[config.mk]
export PLATFORM = sky130hd
export DESIGN_NAME = sfo_safety_out
export DESIGN_NICKNAME = d
export VERILOG_FILES = /design/src/core/sfo_pkg.sv /design/src/core/sfo_cfg_mem.sv /design/src/core/sfo_crc8.sv /design/src/core/sfo_safety_out.sv
export SDC_FILE = /design/constraint.sdc
export NUM_CORES = 1
export LEC_CHECK = 0
export BUFFER_PORTS_ARGS = -buffer_cell sky130_fd_sc_hd__clkbuf_2
export CAP_MARGIN = 20
export CELL_PAD_IN_SITES_DETAIL_PLACEMENT = 1
export CELL_PAD_IN_SITES_GLOBAL_PLACEMENT = 2
export CORE_MARGIN = 2
export CORE_UTILIZATION = 48
export CTS_BUF_LIST = sky130_fd_sc_hd__clkbuf_2
export CTS_CLUSTER_SIZE = 14
export DETAILED_ROUTE_END_ITERATION = 8
export MAX_ROUTING_LAYER = met4
export PLACE_DENSITY_LB_ADDON = 0.1
export SLEW_MARGIN = 5
export SYNTH_ARGS = -nofsm -noshare
export SYNTH_HDL_FRONTEND = slang
export SYNTH_HIERARCHICAL = 1
export SYNTH_SLANG_ARGS = --single-unit
[constraint.sdc]
create_clock -name ref_clk -period 3.99 [get_ports ref_clk]
set_clock_uncertainty 0.1 [all_clocks]
set_input_delay 0.1995 -clock ref_clk [delete_from_list [all_inputs] [get_ports ref_clk]]
set_output_delay 0.1995 -clock ref_clk [all_outputs]
set_load 0.02 [all_outputs]
[src/core/sfo_pkg.sv]
// constants, state type and configuration layout of the safety output block
// assumes one 40 MHz clock shared with the device state machine
package sfo_pkg;
	typedef enum logic [2:0] {ST_OFF, ST_RESET, ST_DIAG, ST_ACTIVE, ST_SAFE} sfo_state_e;

	localparam int CLK_MHZ = 40;
	// reset extension times per reset_stretch_sel code, in microseconds
	localparam int STRETCH_US_0 = 200;
	localparam int STRETCH_US_1 = 1000;
	localparam int STRETCH_US_2 = 4000;
	localparam int STRETCH_US_3 = 10000;
	localparam int STRETCH_CYC_0 = STRETCH_US_0 * CLK_MHZ;
	localparam int STRETCH_CYC_1 = STRETCH_US_1 * CLK_MHZ;
	localparam int STRETCH_CYC_2 = STRETCH_US_2 * CLK_MHZ;
	localparam int STRETCH_CYC_3 = STRETCH_US_3 * CLK_MHZ;
	localparam int STRETCH_W = 20;

	// protected configuration store, scanned in index order
	localparam int CFG_N = 16;
	localparam int CFG_AW = 4;
	localparam logic [3:0] IDX_DEVICE_CONFIG4 = 4'h3;
	localparam logic [3:0] IDX_SAFE_CFG1 = 4'h4;
	localparam logic [3:0] IDX_SAFE_CFG2 = 4'h5;
	localparam logic [3:0] IDX_SAFE_CFG3 = 4'h6;
	localparam logic [3:0] IDX_SAFE_CFG4 = 4'h7;
	localparam logic [3:0] IDX_SAFE_CFG5 = 4'h8;
	localparam logic [3:0] IDX_SAFE_CFG6 = 4'h9;
	// field positions
	localparam int POS_STRETCH_SEL = 0;
	localparam int POS_PM_RST_EN = 0;
	localparam int POS_PM_SAFE_EN = 1;
	localparam int POS_WD_EN_TH = 4;
	localparam int POS_OT_IRQ_EN = 0;
	localparam int POS_EM_RST_EN = 3;
	localparam int POS_WD_RST_EN = 4;
	localparam int POS_EM_RST_TH = 0;
	localparam int POS_EM_EN_TH = 4;
	localparam int POS_WD_RST_TH = 0;
	localparam int EVT_N = 9;
	localparam logic [7:0] SAFE_CFG2_RST = 8'h50;
	localparam logic [7:0] CFG_OTHER_RST = 8'h00;

	localparam logic [7:0] CRC_POLY = 8'h07;
	localparam logic [7:0] CRC_INIT = 8'hFF;
	localparam logic [7:0] CRC_EXP_RST = 8'h00;
endpackage : sfo_pkg

[src/core/sfo_cfg_mem.sv]
// configuration byte store with one write port and a registered read port
// assumes writes are already filtered by the caller
`timescale 1ns/1ps
module sfo_cfg_mem #(
	parameter int N = sfo_pkg::CFG_N,
	parameter int AW = sfo_pkg::CFG_AW
) (
	// clock and reset
	input wire logic ref_clk,
	input wire logic rst_n,
	// write port
	input wire logic wr_en,
	input wire logic [AW-1:0] wr_idx,
	input wire logic [7:0] wr_data,
	// scan read port
	input wire logic [AW-1:0] rd_idx,
	output logic [7:0] rd_data_ff,
	// all bytes, flat
	output logic [N*8-1:0] cfg_flat
);
	import sfo_pkg::*;
	logic [7:0] mem_ff [N];

	initial begin
		if (N > (1 << AW)) $error("sfo_cfg_mem: N exceeds address range");
	end

	always_ff @(posedge ref_clk or negedge rst_n) begin
		if (!rst_n) begin
			for (int i = 0; i < N; i++) begin
				mem_ff[i] <= (i == int'(IDX_SAFE_CFG2)) ? SAFE_CFG2_RST : CFG_OTHER_RST;
			end
		end else if (wr_en) begin
			mem_ff[wr_idx] <= wr_data;
		end
	end

	always_ff @(posedge ref_clk or negedge rst_n) begin
		if (!rst_n) begin
			rd_data_ff <= 8'h00;
		end else begin
			rd_data_ff <= mem_ff[rd_idx];
		end
	end

	for (genvar g = 0; g < N; g++) begin : g_flat
		assign cfg_flat[g*8 +: 8] = mem_ff[g];
	end
endmodule : sfo_cfg_mem

[src/core/sfo_crc8.sv]
// byte-wise crc-8 engine, msb first, inverted result per pass
// assumes first and last mark the bytes of one pass
`timescale 1ns/1ps
module sfo_crc8 (
	// clock and reset
	input wire logic ref_clk,
	input wire logic rst_n,
	// byte stream
	input wire logic byte_vld,
	input wire logic byte_first,
	input wire logic byte_last,
	input wire logic [7:0] byte_data,
	// result
	output logic done_ff,
	output logic [7:0] result_ff
);
	import sfo_pkg::*;
	logic [7:0] crc_ff;
	logic [7:0] nxt_crc;

	function automatic logic [7:0] crc_step(input logic [7:0] c, input logic [7:0] d);
		logic [7:0] r;
		r = c;
		for (int i = 7; i >= 0; i--) begin
			r = r[7] ^ d[i] ? {r[6:0], 1'b0} ^ CRC_POLY : {r[6:0], 1'b0};
		end
		return r;
	endfunction : crc_step

	assign nxt_crc = crc_step(byte_first ? CRC_INIT : crc_ff, byte_data);

	always_ff @(posedge ref_clk or negedge rst_n) begin
		if (!rst_n) begin
			crc_ff <= CRC_INIT;
		end else if (byte_vld) begin
			crc_ff <= nxt_crc;
		end
	end

	always_ff @(posedge ref_clk or negedge rst_n) begin
		if (!rst_n) begin
			done_ff <= 1'b0;
			result_ff <= 8'h00;
		end else begin
			done_ff <= byte_vld && byte_last;
			if (byte_vld && byte_last) begin
				result_ff <= ~nxt_crc;
			end
		end
	end
endmodule : sfo_crc8

[src/core/sfo_safety_out.sv]
// safety outputs: host reset driver with extension, enable/irq driver,
// pin readback checks and configuration crc watch
// assumes dev_state and monitor inputs come from logic on ref_clk
`timescale 1ns/1ps
// How it works
// - reset stays low in OFF state
// - reset pin is open drain, pull low only
// - reset on power-on, OFF and RESET states
// - main buck undervoltage always resets
// - other faults reset only when enabled
// - enabled watchdog count above threshold resets
// - enabled error monitor count above threshold resets
// - software reset command resets
// - external pull low with enable is warm reset
// - hold reset for selected extension after clear
// - readback versus drive mismatch sets flag
// - mismatch may request SAFE when enabled
// - enable output only high in DIAG/ACTIVE
// - watchdog below threshold, then host enables
// - flag enable output read low while high
// - self test forces enable low when overtemp_warn_irq_en is nonzero, nothing else
// - error count above enable threshold may reset
// - crc scans config while enabled
// - crc mismatch flags, and requests SAFE in RESET/DIAG/ACTIVE only
// - crc setup in DIAG, no writes in ACTIVE
// - crc-8 poly 07, init ff, msb first, inverted
// - crc covers the sixteen protected registers
// - watchdog enable threshold resets to five
module sfo_safety_out #(
	parameter int STRETCH_CYC_0 = sfo_pkg::STRETCH_CYC_0,
	parameter int STRETCH_CYC_1 = sfo_pkg::STRETCH_CYC_1,
	parameter int STRETCH_CYC_2 = sfo_pkg::STRETCH_CYC_2,
	parameter int STRETCH_CYC_3 = sfo_pkg::STRETCH_CYC_3
) (
	// clock and reset
	input wire logic ref_clk,
	input wire logic rst_n,
	// device state and events
	input sfo_pkg::sfo_state_e dev_state,
	input wire logic power_on_reset_event,
	input wire logic main_buck_uv,
	input wire logic [sfo_pkg::EVT_N-1:0] mon_fault,
	input wire logic sw_reset_cmd,
	input wire logic self_test_pulse,
	// failure counters
	input wire logic [3:0] wdog_fail_cnt,
	input wire logic [3:0] err_monitor_fail_cnt,
	// configuration writes
	input wire logic cfg_wr,
	input wire logic [sfo_pkg::CFG_AW-1:0] cfg_wr_idx,
	input wire logic [7:0] cfg_wr_data,
	output logic cfg_wr_rejected_ff,
	// crc setup and host enable commands
	input wire logic crc_setup_wr,
	input wire logic crc_setup_enable,
	input wire logic [7:0] crc_setup_expected,
	input wire logic drive_enable_set,
	input wire logic drive_enable_clr,
	input wire logic status_clr,
	// host reset pin
	input wire logic reset_pin_readback,
	output logic host_reset_out,
	output logic host_reset_oe,
	// enable/irq pin
	input wire logic enable_irq_readback,
	output logic enable_irq_out,
	// status and requests
	output logic pin_mismatch_flag,
	output logic enable_drv_err_flag,
	output logic cfg_crc_mismatch,
	output logic cfg_crc_enable,
	output logic drive_enable_ctl,
	output logic req_safe_ff,
	output logic req_reset_ff
);
	import sfo_pkg::*;

	initial begin
		// below two cycles the release would follow the clear with under two cycles of extension
		if (STRETCH_CYC_0 < 2 || STRETCH_CYC_0 >= (1 << STRETCH_W)) $error("sfo_safety_out: bad stretch count");
		if (STRETCH_CYC_1 < 2 || STRETCH_CYC_1 >= (1 << STRETCH_W)) $error("sfo_safety_out: bad stretch count");
		if (STRETCH_CYC_2 < 2 || STRETCH_CYC_2 >= (1 << STRETCH_W)) $error("sfo_safety_out: bad stretch count");
		if (STRETCH_CYC_3 < 2 || STRETCH_CYC_3 >= (1 << STRETCH_W)) $error("sfo_safety_out: bad stretch count");
	end

	function automatic logic above(input logic [3:0] cnt, input logic [3:0] th);
		return cnt > th;
	endfunction : above

	// configuration fields
	logic [CFG_N*8-1:0] cfg_flat;
	logic [7:0] scan_data;
	logic [1:0] reset_stretch_sel;
	logic pin_mismatch_reset_en;
	logic pin_mismatch_safe_en;
	logic [3:0] wdog_fail_enable_thresh;
	logic [2:0] overtemp_warn_irq_en;
	logic err_monitor_reset_en;
	logic wdog_reset_en;
	logic [3:0] err_monitor_reset_thresh;
	logic [3:0] err_monitor_enable_thresh;
	logic [3:0] wdog_reset_thresh;
	logic [EVT_N-1:0] global_reset_en;

	assign reset_stretch_sel = cfg_flat[IDX_DEVICE_CONFIG4*8 + POS_STRETCH_SEL +: 2];
	assign pin_mismatch_reset_en = cfg_flat[IDX_SAFE_CFG2*8 + POS_PM_RST_EN];
	assign pin_mismatch_safe_en = cfg_flat[IDX_SAFE_CFG2*8 + POS_PM_SAFE_EN];
	assign wdog_fail_enable_thresh = cfg_flat[IDX_SAFE_CFG2*8 + POS_WD_EN_TH +: 4];
	assign overtemp_warn_irq_en = cfg_flat[IDX_SAFE_CFG1*8 + POS_OT_IRQ_EN +: 3];
	assign err_monitor_reset_en = cfg_flat[IDX_SAFE_CFG1*8 + POS_EM_RST_EN];
	assign wdog_reset_en = cfg_flat[IDX_SAFE_CFG1*8 + POS_WD_RST_EN];
	assign err_monitor_reset_thresh = cfg_flat[IDX_SAFE_CFG3*8 + POS_EM_RST_TH +: 4];
	assign err_monitor_enable_thresh = cfg_flat[IDX_SAFE_CFG3*8 + POS_EM_EN_TH +: 4];
	assign wdog_reset_thresh = cfg_flat[IDX_SAFE_CFG4*8 + POS_WD_RST_TH +: 4];
	assign global_reset_en = cfg_flat[IDX_SAFE_CFG5*8 +: EVT_N];

	// configuration writes refused while ACTIVE
	logic cfg_wr_ok;
	assign cfg_wr_ok = cfg_wr && dev_state != ST_ACTIVE;

	always_ff @(posedge ref_clk or negedge rst_n) begin
		if (!rst_n) begin
			cfg_wr_rejected_ff <= 1'b0;
		end else begin
			cfg_wr_rejected_ff <= cfg_wr && !cfg_wr_ok;
		end
	end

	// pin synchronisers
	logic [1:0] pin_meta_ff;
	logic [1:0] pin_sync_ff;
	logic [1:0] pin_raw;
	logic rst_pin_s;
	logic en_pin_s;
	assign pin_raw = {enable_irq_readback, reset_pin_readback};
	for (genvar g = 0; g < 2; g++) begin : g_sync
		always_ff @(posedge ref_clk or negedge rst_n) begin
			if (!rst_n) begin
				pin_meta_ff[g] <= 1'b0;
				pin_sync_ff[g] <= 1'b0;
			end else begin
				pin_meta_ff[g] <= pin_raw[g];
				pin_sync_ff[g] <= pin_meta_ff[g];
			end
		end
	end
	assign rst_pin_s = pin_sync_ff[0];
	assign en_pin_s = pin_sync_ff[1];

	// reset conditions
	logic por_pend_ff;
	logic reset_pin_drive;
	logic [1:0] drive_dly_ff;
	logic warm_reset;
	logic reset_cond;
	logic wd_reset;
	logic em_reset;
	logic em_enable_reset;

	always_ff @(posedge ref_clk or negedge rst_n) begin
		if (!rst_n) begin
			por_pend_ff <= 1'b1;
		end else begin
			por_pend_ff <= 1'b0;
		end
	end

	assign warm_reset = !rst_pin_s && drive_dly_ff[1] && pin_mismatch_reset_en;
	assign wd_reset = wdog_reset_en && above(wdog_fail_cnt, wdog_reset_thresh);
	assign em_reset = err_monitor_reset_en && above(err_monitor_fail_cnt, err_monitor_reset_thresh);
	assign em_enable_reset = dev_state == ST_ACTIVE && err_monitor_reset_en
		&& above(err_monitor_fail_cnt, err_monitor_enable_thresh)
		&& err_monitor_reset_thresh <= err_monitor_enable_thresh;
	assign reset_cond = por_pend_ff || power_on_reset_event
		|| dev_state == ST_OFF || dev_state == ST_RESET
		|| main_buck_uv
		|| |(mon_fault & global_reset_en)
		|| wd_reset || em_reset || em_enable_reset
		|| sw_reset_cmd
		|| warm_reset;

	// reset extension
	logic [STRETCH_W-1:0] stretch_cnt_ff;
	logic [STRETCH_W-1:0] stretch_load;
	always_comb begin
		case (reset_stretch_sel)
			2'd0: stretch_load = STRETCH_W'(STRETCH_CYC_0);
			2'd1: stretch_load = STRETCH_W'(STRETCH_CYC_1);
			2'd2: stretch_load = STRETCH_W'(STRETCH_CYC_2);
			default: stretch_load = STRETCH_W'(STRETCH_CYC_3);
		endcase
	end

	always_ff @(posedge ref_clk or negedge rst_n) begin
		if (!rst_n) begin
			stretch_cnt_ff <= '0;
		end else if (reset_cond) begin
			stretch_cnt_ff <= stretch_load;
		end else if (stretch_cnt_ff != '0) begin
			stretch_cnt_ff <= stretch_cnt_ff - 1'b1;
		end
	end

	// drive level: 1 releases, 0 pulls low
	always_ff @(posedge ref_clk or negedge rst_n) begin
		if (!rst_n) begin
			reset_pin_drive <= 1'b0;
		end else begin
			reset_pin_drive <= !reset_cond && stretch_cnt_ff == '0;
		end
	end

	assign host_reset_out = 1'b0;
	assign host_reset_oe = !reset_pin_drive;

	// drive delayed to line up with synchronised readback
	always_ff @(posedge ref_clk or negedge rst_n) begin
		if (!rst_n) begin
			drive_dly_ff <= 2'b00;
		end else begin
			drive_dly_ff <= {drive_dly_ff[0], reset_pin_drive};
		end
	end

	logic pin_mismatch;
	assign pin_mismatch = rst_pin_s != drive_dly_ff[1];

	always_ff @(posedge ref_clk or negedge rst_n) begin
		if (!rst_n) begin
			pin_mismatch_flag <= 1'b0;
		end else if (pin_mismatch) begin
			pin_mismatch_flag <= 1'b1;
		end else if (status_clr) begin
			pin_mismatch_flag <= 1'b0;
		end
	end

	// enable/irq gating
	logic wdog_ok_ff;
	logic en_state;
	logic en_drive;
	logic [1:0] en_dly_ff;
	assign en_state = dev_state == ST_DIAG || dev_state == ST_ACTIVE;

	always_ff @(posedge ref_clk or negedge rst_n) begin
		if (!rst_n) begin
			wdog_ok_ff <= 1'b0;
		end else begin
			wdog_ok_ff <= wdog_fail_cnt < wdog_fail_enable_thresh;
		end
	end

	always_ff @(posedge ref_clk or negedge rst_n) begin
		if (!rst_n) begin
			drive_enable_ctl <= 1'b0;
		end else if (drive_enable_clr || !en_state || !wdog_ok_ff) begin
			drive_enable_ctl <= 1'b0;
		end else if (drive_enable_set) begin
			drive_enable_ctl <= 1'b1;
		end
	end

	assign en_drive = en_state && drive_enable_ctl && wdog_ok_ff
		&& !(self_test_pulse && |overtemp_warn_irq_en);

	always_ff @(posedge ref_clk or negedge rst_n) begin
		if (!rst_n) begin
			enable_irq_out <= 1'b0;
		end else begin
			enable_irq_out <= en_drive;
		end
	end

	always_ff @(posedge ref_clk or negedge rst_n) begin
		if (!rst_n) begin
			en_dly_ff <= 2'b00;
		end else begin
			en_dly_ff <= {en_dly_ff[0] && enable_irq_out, enable_irq_out};
		end
	end

	always_ff @(posedge ref_clk or negedge rst_n) begin
		if (!rst_n) begin
			enable_drv_err_flag <= 1'b0;
		end else if (en_dly_ff[1] && enable_irq_out && !en_pin_s) begin
			enable_drv_err_flag <= 1'b1;
		end else if (status_clr) begin
			enable_drv_err_flag <= 1'b0;
		end
	end

	// crc setup, DIAG only
	logic [7:0] cfg_crc_expected;
	always_ff @(posedge ref_clk or negedge rst_n) begin
		if (!rst_n) begin
			cfg_crc_enable <= 1'b0;
			cfg_crc_expected <= CRC_EXP_RST;
		end else if (crc_setup_wr && dev_state == ST_DIAG) begin
			cfg_crc_enable <= crc_setup_enable;
			cfg_crc_expected <= crc_setup_expected;
		end
	end

	// crc scan over the store
	logic [CFG_AW-1:0] scan_idx_ff;
	logic [CFG_AW-1:0] rd_idx_ff;
	logic rd_vld_ff;
	logic crc_done;
	logic [7:0] crc_result;
	logic scan_restart;
	assign scan_restart = !cfg_crc_enable || cfg_wr_ok || crc_setup_wr;

	always_ff @(posedge ref_clk or negedge rst_n) begin
		if (!rst_n) begin
			scan_idx_ff <= '0;
			rd_idx_ff <= '0;
			rd_vld_ff <= 1'b0;
		end else if (scan_restart) begin
			scan_idx_ff <= '0;
			rd_vld_ff <= 1'b0;
		end else begin
			scan_idx_ff <= scan_idx_ff + 1'b1;
			rd_idx_ff <= scan_idx_ff;
			rd_vld_ff <= 1'b1;
		end
	end

	sfo_cfg_mem u_mem (
		.ref_clk(ref_clk),
		.rst_n(rst_n),
		.wr_en(cfg_wr_ok),
		.wr_idx(cfg_wr_idx),
		.wr_data(cfg_wr_data),
		.rd_idx(scan_idx_ff),
		.rd_data_ff(scan_data),
		.cfg_flat(cfg_flat)
	);

	sfo_crc8 u_crc (
		.ref_clk(ref_clk),
		.rst_n(rst_n),
		.byte_vld(rd_vld_ff && !scan_restart),
		.byte_first(rd_idx_ff == '0),
		.byte_last(rd_idx_ff == CFG_AW'(CFG_N - 1)),
		.byte_data(scan_data),
		.done_ff(crc_done),
		.result_ff(crc_result)
	);

	logic crc_bad;
	assign crc_bad = crc_done && cfg_crc_enable && crc_result != cfg_crc_expected;

	always_ff @(posedge ref_clk or negedge rst_n) begin
		if (!rst_n) begin
			cfg_crc_mismatch <= 1'b0;
		end else if (crc_bad) begin
			cfg_crc_mismatch <= 1'b1;
		end else if (status_clr) begin
			cfg_crc_mismatch <= 1'b0;
		end
	end

	// state change requests to the device state machine
	logic crc_safe;
	logic pin_safe;
	assign crc_safe = crc_bad && (dev_state == ST_RESET || en_state);
	assign pin_safe = pin_mismatch && pin_mismatch_safe_en && !pin_mismatch_reset_en;

	always_ff @(posedge ref_clk or negedge rst_n) begin
		if (!rst_n) begin
			req_safe_ff <= 1'b0;
			req_reset_ff <= 1'b0;
		end else begin
			req_safe_ff <= crc_safe || pin_safe;
			req_reset_ff <= em_enable_reset;
		end
	end
endmodule : sfo_safety_out

==> results of run 1 <==
registers in the layout, summed over array words and instances (netlist names), 2 cells and up:
register / flops
u_crc/crc_ff: 8
cfg_crc_expected: 8
rd_idx_ff: 4
u_mem/rd_data_ff: 8
scan_idx_ff: 4
u_mem/cfg_flat: 128
en_dly_ff: 2
pin_meta_ff: 2
drive_dly_ff: 2
stretch_cnt_ff: 20
u_crc/result_ff: 8
where the power goes:
part	internal (uW)	switching [uW]	leakage (uW)
combinational	954	747	0.00240
sequential	2600	346	0.00261
clock	594	928	0.000404
critical path, stage by stage, from the launching register on:
cell and delay, ps:
dfrtp_1 390, inv_1 90, ha_1 320, nand4_1 100
nand4_1 100, dlygate4sd3_1 570, a221oi_1 80, nor4_2 360
buf_4 350, mux2_2 380
through the flow:
| stage | hold slack (ps) | setup WS (ps) | instances | cell area (um2) | total power (uW) |
|---|---|---|---|---|---|
| CTS | 4.97 | 1070 | 1237 | 12000 | 6250 |
| floorplan | -196 | 1600 | 760 | 10300 | 4110 |
| global placement | 215 | 1160 | 1073 | 10900 | 4510 |
| finish | 70.6 | 1030 | 1240 | 12000 | 6160 |
| detailed placement | 211 | 1150 | 1073 | 10900 | 4610 |
| global route | 28.3 | 953 | 1240 | 12000 | 6590 |
layer usage:
| metal | routed length (um) | up-vias | track usage |
|---|---|---|---|
| met4 | 575 | 0 | 0.0790 |
| met3 | 1200 | 50 | 0.0424 |
| li1 | - | 3113 | - |
| met2 | 12700 | 129 | 0.403 |
| met1 | 11200 | 3485 | 0.318 |
| met5 | 0 | - | - |
path summary, 6_finish.rpt:
check / end / from / cells past startpoint
worst max-delay path: stretch_cnt_ff[14] / u_mem/cfg_flat[55] / 9
worst min-delay path: enable_drv_err_flag / status_clr / 3
worst max register to register: stretch_cnt_ff[14] / u_mem/cfg_flat[55] / 9
worst min register to register: drive_dly_ff[0] / reset_pin_drive / 0
max in group asynchronous: u_mem/cfg_flat[78] / rst_n / 4
min in group asynchronous: por_pend_ff / rst_n / 3
logic make-up after synthesis:
group | count (synthesis) | share of synthesized area
simple gates | 150 | 0.0878
buf+inv | 61 | 0.0271
fa+ha+maj | 28 | 0.0339
flops | 210 | 0.510
compound gates | 65 | 0.0425
other cells | 1 | 0.000363
xor+xnor | 50 | 0.0491
mux | 194 | 0.249
timing repair:
item | in CTS | in global routing
hold buffers | 58 | 0
hold endpoints to repair | 309 | 0
setup buffers | 0 | 0
setup endpoints to repair | 0 | 0
cells in the mapped netlist (6+ instances only):
library cell,number,area share
xnor2_1,37,0.031
nor2b_1,8,0.0048
clkbuf_1,16,0.0058
dfrtp_1,199,0.48
a21oi_1,15,0.0073
inv_1,28,0.010
nor4_1,9,0.0055
nand2_1,30,0.011
mux2i_1,7,0.0068
nor2_2,8,0.0048
or3_1,6,0.0036
dfstp_2,11,0.028
mux2_4,9,0.013
nand3_1,7,0.0034
xor2_1,8,0.0068
o31ai_1,6,0.0044
and2_1,10,0.0061
ha_1,28,0.034
mux4_2,32,0.070
o21ai_0,6,0.0029
nand4_1,10,0.0061
mux2_2,146,0.16
a22oi_1,20,0.015
buf_2,7,0.0034
nor2_1,25,0.0091
area by class of cell:
cell class              instances  area, um2
flip-flops and latches        210       5270
repair buffers                129        995
well taps                     275        344
multi-input cells             489       4790
fillers                      2151       9050
inverters                      28        105
clock buffers                  87        435
clock inverters                19       88.8
diodes                          3       7.51
==> metrics.md, run 1 <==
| Metric | Value |
|---|---|
| Status | completed |
| Post-Syn Area | 0.0103 mm2 |
| Fin crit share | 0.742 |
| Reg clk slew, reported paths | 100 ps |
| GRT overflow | 0 |
| Die outline height | roughly 150 um |
| Library cells used by synthesis | 62 |
| EDFF count, synth | 0 |
| Vias | 6777 |
| H-tree levels | 2 |
| Yosys Warn Count | 6 |
| Post-route minimum period | 2960 ps |
| Port Buffers | 63 |
| CP Max Fanout | 21 |
| Gate Count Post-Synth | 759 |
| 1st-pass router iterations | 4 |
| Worst Max-Slew Pin Slew | roughly 900 ps |
| Min-Delay Path Class | input pin to flip-flop |
| Crit Path Category | flip-flop to flip-flop |
| TritonCTS Buffers | 57 |
| Unrepaired setup endpoints after global routing | no |
| Fmax | between 300 and 400 MHz |
| Commonest non-fill, non-tap cell in the layout | dfrtp_1 |
| Worst Path Required | 4590 ps |
| Initial antenna violation count | 3 |
| Power Density | around 510 mW/mm2 |
| Rows | 53 |
| Clk buf depth | 3 |
| Final Setup Violations | 0 |
| Clock latency on the worst-skew pair | 850 ps |
| P&R area growth vs syn | 16.5% |
| CTS root buffer | clkbuf_2 |
| Async SR Flop Fraction | 1.00 |
| First-pass GRT wire length | 41900 um |
| Peak supply drop | 0.238 mV |
| # nets final | approximately 1000 |
| Drc violations | 0 |
| Iteration-0 DRC count of the detailed router | 292 |
| Die area | 0.0227 mm2 |
| CTS tree | built |
| Leakage power | 0.00541 uW |
| Slew Limit Fails | 0 |
| Register-to-register setup slack | 1030 ps |
| Crit path DAT | 3560 ps |
| Post-Route Utilization | 0.571 |
| Endpoints failing hold | 0 |
| Worst setup SP type | flip-flop |
| Post-route ant nets | 0 |
| DP HPWL | 17400 um |
| Clock sinks | 210 |
| Post-cts resize count | 0 |
| Final TNS setup | 0 ps |
| IO Count | 65 |
| Vias in the first global route | a little under 8000 |
| Routability cong. | approximately 0.8 |
| Starting Density | 0.490 |
| Most frequent cells in the layout | dfrtp_1 (198), clkbuf_2 (149), mux2_2 (146), dlygate4sd3_1 (57), xnor2_1 (37) |
| Die width | 151 um |
| Wire length per cell | 20.7 um |
| Largest net degree at the start of global routing | 102 |
| Slew margin rel. | 0.403 |
| Sequential area share after synthesis | 0.510 |
| Critical Path End Type | flip-flop |
| Main flop type after synthesis | dfrtp_1 |
| Synth Register Bits | 210 |
| Proportion of layout cells with a drive suffix above 1 | 0.407 |
| WL final | ~26000 um |
| Core area | ~0.021 mm2 |
| Vias per cell | 5.47 |
| Mean area per synthesized cell | about 14 um2 |
| Gr usage total | 0.247 |
| Max-cap check violation count | 0 |
Power figures use the tool's default switching activity.
==> inputs of run 2 (changes only) <==
CORE_UTILIZATION = 45   (was 48)
clock period = 3.1 ns   (was 3.99 ns; I/O delays follow)
==> run 2 against run 1 <==
Against the previous run: critical path depth is 2 higher; sequential power up 28%; clock-buffer cell count grew 3; sequential share of layout area shrank 0.88 points; clock power rose by 26%; register-to-register slack got worse by 790 ps; hold slack lost 13 ps; combinational power increased by 30%; die area up 6.5%.
==> metrics.md, run 2 (synthesized netlist as in run 1, its figures left out) <==
| Metric | Value |
|---|---|
| Crit path DAT | 3610 ps (was 3560 ps) |
| DP HPWL | 17300 um (was 17400 um) |
| 1st-pass router iterations | 5 (was 4) |
| Clock sinks | 210 (unchanged) |
| Storage element area | 0.00527 mm2 (unchanged) |
| Final-layout fill cell count | 2338 (was 2151) |
| Post-route ant nets | 0 (unchanged) |
| Final std cells w/o fill | 1271 (was 1240) |
| WL final | 26300 um (was 25600 um) |
| Setup repair bufs after CTS | 0 (unchanged) |
| Reg clk slew, reported paths | 80 ps (was 100 ps) |
| Starting Density | 0.457 (was 0.490) |
| Vias in the first global route | 7972 (was 7696) |
| Hold EP | stretch_cnt_ff[12] (was enable_drv_err_flag) |
| Port Buffers | 63 (unchanged) |
| Post-route minimum period | 2960 ps |
| First-pass GRT wire length | 43000 um (was 41900 um) |
| Initial antenna violation count | 2 (was 3) |
| Proportion of layout cells with a drive suffix above 1 | 0.407 (about the same) |
| Wire length per cell | 20.7 um (about the same) |
| Vias per cell | 5.38 (was 5.47) |
| Worst r2r dst | stretch_cnt_ff[7] (was stretch_cnt_ff[14]) |
| Core area | 0.0226 mm2 (was 0.0211 mm2) |
| Worst Path Required | 3750 ps (was 4590 ps) |
| Iteration-0 DRC count of the detailed router | 222 (was 292) |
| Max-cap check violation count | 0 (unchanged) |
| Unrepaired setup endpoints after global routing | no (unchanged) |
| Max FFs per register | 128 (unchanged) |
| Hold path depth | 7 (was 3) |
| Final TNS setup | 0 ps (unchanged) |
| GRT overflow | 0 (unchanged) |
| # nets final | 1023 (was 997) |
| CP Max Fanout | 8 (was 21) |
| CP Launch Point | dev_state[1] (was u_mem/cfg_flat[55]) |
| FF-to-FF path depth | 9 (unchanged) |
| Register-to-register setup slack | 240 ps (was 1030 ps) |
| Routability cong. | 0.789 (was 0.800) |
| Die width | 155 um (was 151 um) |
| TritonCTS Buffers | 57 (unchanged) |
| Power Density | 643 mW/mm2 (was 512 mW/mm2) |
| Largest net degree at the start of global routing | 88 (was 102) |
| CTS root buffer | clkbuf_2 (unchanged) |
| Die area | 0.0242 mm2 (was 0.0227 mm2) |
| Gr usage total | 0.237 (was 0.247) |
| R2r startpoint | u_mem/cfg_flat[55] (unchanged) |
| Slew margin rel. | 0.489 (was 0.403) |
| Status | completed (unchanged) |
| Min-Delay Path Class | input pin to flip-flop (unchanged) |
| Peak supply drop | 0.295 mV (was 0.238 mV) |
| P&R area growth vs syn | 18.9% (was 16.5%) |
| H-tree levels | 2 (unchanged) |
| Clk buf depth | 3 (unchanged) |
| Most frequent cells in the layout | dfrtp_1 (198), clkbuf_2 (152), mux2_2 (146), dlygate4sd3_1 (77), xnor2_1 (37) (was dfrtp_1 (198), clkbuf_2 (149), mux2_2 (146), dlygate4sd3_1 (57), xnor2_1 (37)) |
| IO Count | 65 (unchanged) |
| Cell count after placement | 1089 (was 1073) |
| CTS tree | built (unchanged) |
| Multi-input gate area | 0.00479 mm2 (unchanged) |
| Commonest non-fill, non-tap cell in the layout | dfrtp_1 (unchanged) |
| Rows | 55 (was 53) |
| Critical Path End Type | flip-flop (unchanged) |
| Worst Hold Launch | wdog_fail_cnt[2] (was status_clr) |
| Endpoints failing hold | 0 (unchanged) |
| Final Setup Violations | 0 (unchanged) |
| Leakage power | 0.00552 uW (was 0.00541 uW) |
| Fin crit share | 0.956 |
| Crit Path Category | input pin to flip-flop (was flip-flop to flip-flop) |
| Clock latency on the worst-skew pair | 880 ps (was 850 ps) |
| Vias | 6837 (was 6777) |
| Die outline height | 155 um (was 151 um) |
| Worst setup SP type | input pin (was flip-flop) |
| Worst Max-Slew Pin Slew | 761 ps (was 896 ps) |
| Fmax | roughly 340 MHz |
| Slew Limit Fails | 0 (unchanged) |
| Drc violations | 0 (unchanged) |
-- run 2: changes by cell type in the layout (fill, tap and decap cells not counted) --
cell           before  now
clkinvlp_4          0    1
buf_12              1    2
clkinv_2            2    1
clkinv_4            2    0
clkinv_1           14    8
clkbuf_2          149  152
diode_2             3    2
buf_4               7   11
dlygate4sd3_1      57   77
inv_6               1    0
buf_6               0    1
inv_2               0    2
-- run 2: layout make-up --
class / instances / share of cell area
Sequential cell: 210 / 0.429
Multi-Input combinational cell: 489 / 0.390
Timing Repair Buffer: 155 / 0.102
Clock buffer: 90 / 0.0367
Tap cell: 285 / 0.0290
Inverter: 28 / 0.00856
Clock inverter: 12 / 0.00408
Antenna cell: 2 / 0.000408
-- run 2: worst max-delay path, cell delays in order --
cell and delay (ps):
dlygate4sd3_1 550, clkbuf_2 130, nor2b_1 140, nand2_1 60
nand2_1 140, inv_1 210, nand3_1 110, dlygate4sd3_1 640
nor2_2 130, dlygate4sd3_1 930, mux2_2 400
-- run 2: worst max-delay path by stage --
stage / slack [ps] / to
2_1_floorplan: 710 / stretch_cnt_ff[18]
3_3_place_gp: 40 / stretch_cnt_ff[7]
3_5_place_dp: 50 / stretch_cnt_ff[14]
4_1_cts: 20 / stretch_cnt_ff[7]
5_1_grt: 50 / stretch_cnt_ff[13]
6_report: 140 / u_mem/cfg_flat[119]
-- run 2: power by group --
group	internal [uW]	total, uW	switching (uW)
clock	763	1920	1160
sequential	3340	3770	427
combinational	1260	2210	950
-- run 2: metal layers --
metal | vias up | track usage | part of all wire
li1 | 3151 | - | -
met1 | 3527 | 0.301 | 0.44
met2 | 119 | 0.395 | 0.50
met3 | 40 | 0.0396 | 0.038
met4 | 0 | 0.0664 | 0.018
met5 | - | - | 0
-- run 2: what timing repair did --
item                                    4_1_cts  5_1_grt
endpoints found under the hold margin       382        0
gates resized for setup                       0        1
endpoints found under the setup margin        0        5
hold buffers                                 78        0
-- run 2: metrics by stage --
step | total power, uW | hold slack, ps | worst slack (ps) | util | instance area, um2
2_1_floorplan | 5290 | -241 | 713 | - | 10300
3_5_place_dp | 5930 | 118 | 45.8 | 0.486 | 11000
4_1_cts | 8010 | 32.0 | 20.8 | 0.544 | 12300
5_1_grt | 8480 | 69.9 | 48.0 | 0.544 | 12300
6_report | 7900 | 57.9 | 136 | 0.544 | 12300
3_3_place_gp | 5800 | 105 | 40.8 | 0.486 | 11000
==> inputs of run 3 (changes only) <==
CORE_UTILIZATION = 48   (was 45)
clock period = 3.5 ns   (was 3.1 ns; I/O delays follow)
==> run 3 against run 2 <==
Against the previous run: utilization is 3.4 points higher; register-to-register slack improved by 300 ps; die area decreased by 6.1%; sequential cell count is the same; sequential share of layout area is 0.30 points higher; critical path type is now flip-flop to flip-flop; highest routed layer unchanged.
==> metrics.md, run 3 (synthesized netlist as in run 1, its figures left out) <==
| Metric | Value |
|---|---|
| Status | completed (unchanged) |
| TritonCTS Buffers | 56 (was 57) |
| Worst Path Required | 4080 ps (was 3750 ps) |
| H-tree levels | 2 (unchanged) |
| Core area | 0.0211 mm2 (was 0.0226 mm2) |
| Unrepaired setup endpoints after global routing | no (unchanged) |
| Drc violations | 0 (unchanged) |
| Fmax | 338 MHz |
| Most frequent cells in the layout | dfrtp_1 (198), mux2_2 (146), clkbuf_2 (140), dlygate4sd3_1 (72), xnor2_1 (37) (was dfrtp_1 (198), clkbuf_2 (152), mux2_2 (146), dlygate4sd3_1 (77), xnor2_1 (37)) |
| Storage element area | 0.00527 mm2 (unchanged) |
| Total power | 7050 uW (was 7900 uW) |
| Cell count after placement | 1075 (was 1089) |
| Max-cap check violation count | 0 (unchanged) |
| # nets final | 1013 (was 1023) |
| Crit Path Category | flip-flop to flip-flop (was input pin to flip-flop) |
| P&R area growth vs syn | 18.1% (was 18.9%) |
| Wire length per cell | 21.2 um (was 20.7 um) |
| IO Count | 65 (unchanged) |
| Fin crit share | 0.844 |
| Clock latency on the worst-skew pair | 820 ps (was 880 ps) |
| GRT overflow | 0 (unchanged) |
| Post-route worst setup slack | 545 ps (was 136 ps) |
| WL final | 26600 um (was 26300 um) |
| Routed met2 length | 13600 um (was 13200 um) |
| Slew Limit Fails | 0 (unchanged) |
| Dpl ws | 626 ps (was 45.8 ps) |
| Die area | 0.0227 mm2 (was 0.0242 mm2) |
| Iteration-0 DRC count of the detailed router | 186 (was 222) |
| Starting Density | 0.490 (was 0.457) |
| Largest net degree at the start of global routing | 81 (was 88) |
| Critical Path End Type | flip-flop (unchanged) |
| Clk buf depth | 3 (unchanged) |
| Multi-input gate area | 0.00479 mm2 (unchanged) |
| Power Density | 578 mW/mm2 (was 643 mW/mm2) |
| 1st-pass router iterations | 4 (was 5) |
| Peak supply drop | 0.253 mV (was 0.295 mV) |
| Vias per cell | 5.50 (was 5.38) |
| Register-to-register setup slack | 540 ps (was 240 ps) |
| Post-route minimum period | ~3000 ps |
| Endpoints failing hold | 0 (unchanged) |
| Final Setup Violations | 0 (unchanged) |
| Crit path DAT | 3540 ps (was 3610 ps) |
| Post-Route M1 WL | 11200 um (was 11600 um) |
| Met3 WL | 1140 um (was 990 um) |
| Commonest non-fill, non-tap cell in the layout | dfrtp_1 (unchanged) |
| Worst Max-Slew Pin Slew | 867 ps (was 761 ps) |
| Routability cong. | 0.802 (was 0.789) |
| Hold_ws | 39.3 ps (was 57.9 ps) |
| Vias | 6892 (was 6837) |
| Vias in the first global route | 7945 (was 7972) |
| CTS tree | built (unchanged) |
| CP Max Fanout | 21 (was 8) |
| Max layer used | met4 (unchanged) |
| CTS root buffer | clkbuf_2 (unchanged) |
| Clock sinks | 210 (unchanged) |
| Proportion of layout cells with a drive suffix above 1 | 0.398 (was 0.407) |
| First-pass GRT wire length | 42800 um (was 43000 um) |
| Die outline height | 151 um (was 155 um) |
| Worst setup SP type | flip-flop (was input pin) |
| Min-Delay Path Class | input pin to flip-flop (unchanged) |
| Final TNS setup | 0 ps (unchanged) |
| DP HPWL | 17500 um (was 17300 um) |
| Max FFs per register | 128 (unchanged) |
| Initial antenna violation count | 3 (was 2) |
| Die width | 151 um (was 155 um) |
| Gr usage total | 0.254 (was 0.237) |
| Leakage power | 0.00547 uW (was 0.00552 uW) |
| Final std cells w/o fill | 1254 (was 1271) |
| Post-route ant nets | 0 (unchanged) |
| Rows | 53 (was 55) |
| Port Buffers | 63 (unchanged) |
| Slew margin rel. | 0.419 (was 0.489) |
| Reg clk slew, reported paths | 110 ps (was 80 ps) |
| Final-layout fill cell count | 2170 (was 2338) |
[run 3: changes by cell type in the layout (fill, tap and decap cells not counted), moves of 2 or more]
| cell | change |
|---|---|
| clkinv_2 | +4 |
| buf_4 | -2 |
| dlygate4sd3_1 | -5 |
| clkinv_1 | +9 |
| clkbuf_2 | -12 |
[run 3: final timing paths]
path	startpoint	cells past startpoint	to
setup / recovery	u_mem/cfg_flat[55]	9	stretch_cnt_ff[7]
hold / removal	power_on_reset_event	6	stretch_cnt_ff[12]
setup reg to reg	u_mem/cfg_flat[55]	9	stretch_cnt_ff[7]
hold reg to reg	pin_meta_ff[1]	0	en_pin_s
max in group asynchronous	rst_n	4	u_mem/cfg_flat[108]
min in group asynchronous	rst_n	3	u_crc/crc_ff[4]
[run 3: area by class of cell]
cell class / instances / share of cell area
Clock buffer: 78 / 0.0320
Multi-Input combinational cell: 489 / 0.393
Antenna cell: 3 / 0.000616
Inverter: 28 / 0.00862
Clock inverter: 25 / 0.0107
Sequential cell: 210 / 0.432
Timing Repair Buffer: 146 / 0.0951
Tap cell: 275 / 0.0282
[run 3: metal layers]
layer	GRT usage	vias to the layer above
li1	-	3132
met3	0.0506	64
met2	0.431	148
met4	0.0818	0
met5	-	-
met1	0.305	3548
[run 3: where the power goes]
| group | leakage (uW) | switching, uW | total [uW] | internal, uW |
|---|---|---|---|---|
| logic | 0.00246 | 864 | 1960 | 1100 |
| registers | 0.00261 | 393 | 3350 | 2960 |
| clock network | 0.000389 | 1040 | 1730 | 687 |
[run 3: critical path, cell delays in order, from the launching register on]
cell and delay [ps]:
dfrtp_1 380, inv_1 80, ha_1 320, nand4_1 130, nand4_1 120, dlygate4sd3_1 580, a221oi_1 80, nor4_2 310
buf_4 330, mux2_2 370
[run 3: what timing repair did]
item,4_1_cts,5_1_grt
setup buffers,0,0
endpoints found under the setup margin,0,0
hold buffers,73,0
hold endpoints to repair,365,0
resized for setup,0,0
[run 3: through the flow]
stage / util / cell area (um2)
3_5_place_dp: 0.518 / 10900
2_1_floorplan: - / 10300
4_1_cts: 0.578 / 12200
3_3_place_gp: 0.518 / 10900
5_1_grt: 0.578 / 12200
6_report: 0.578 / 12200
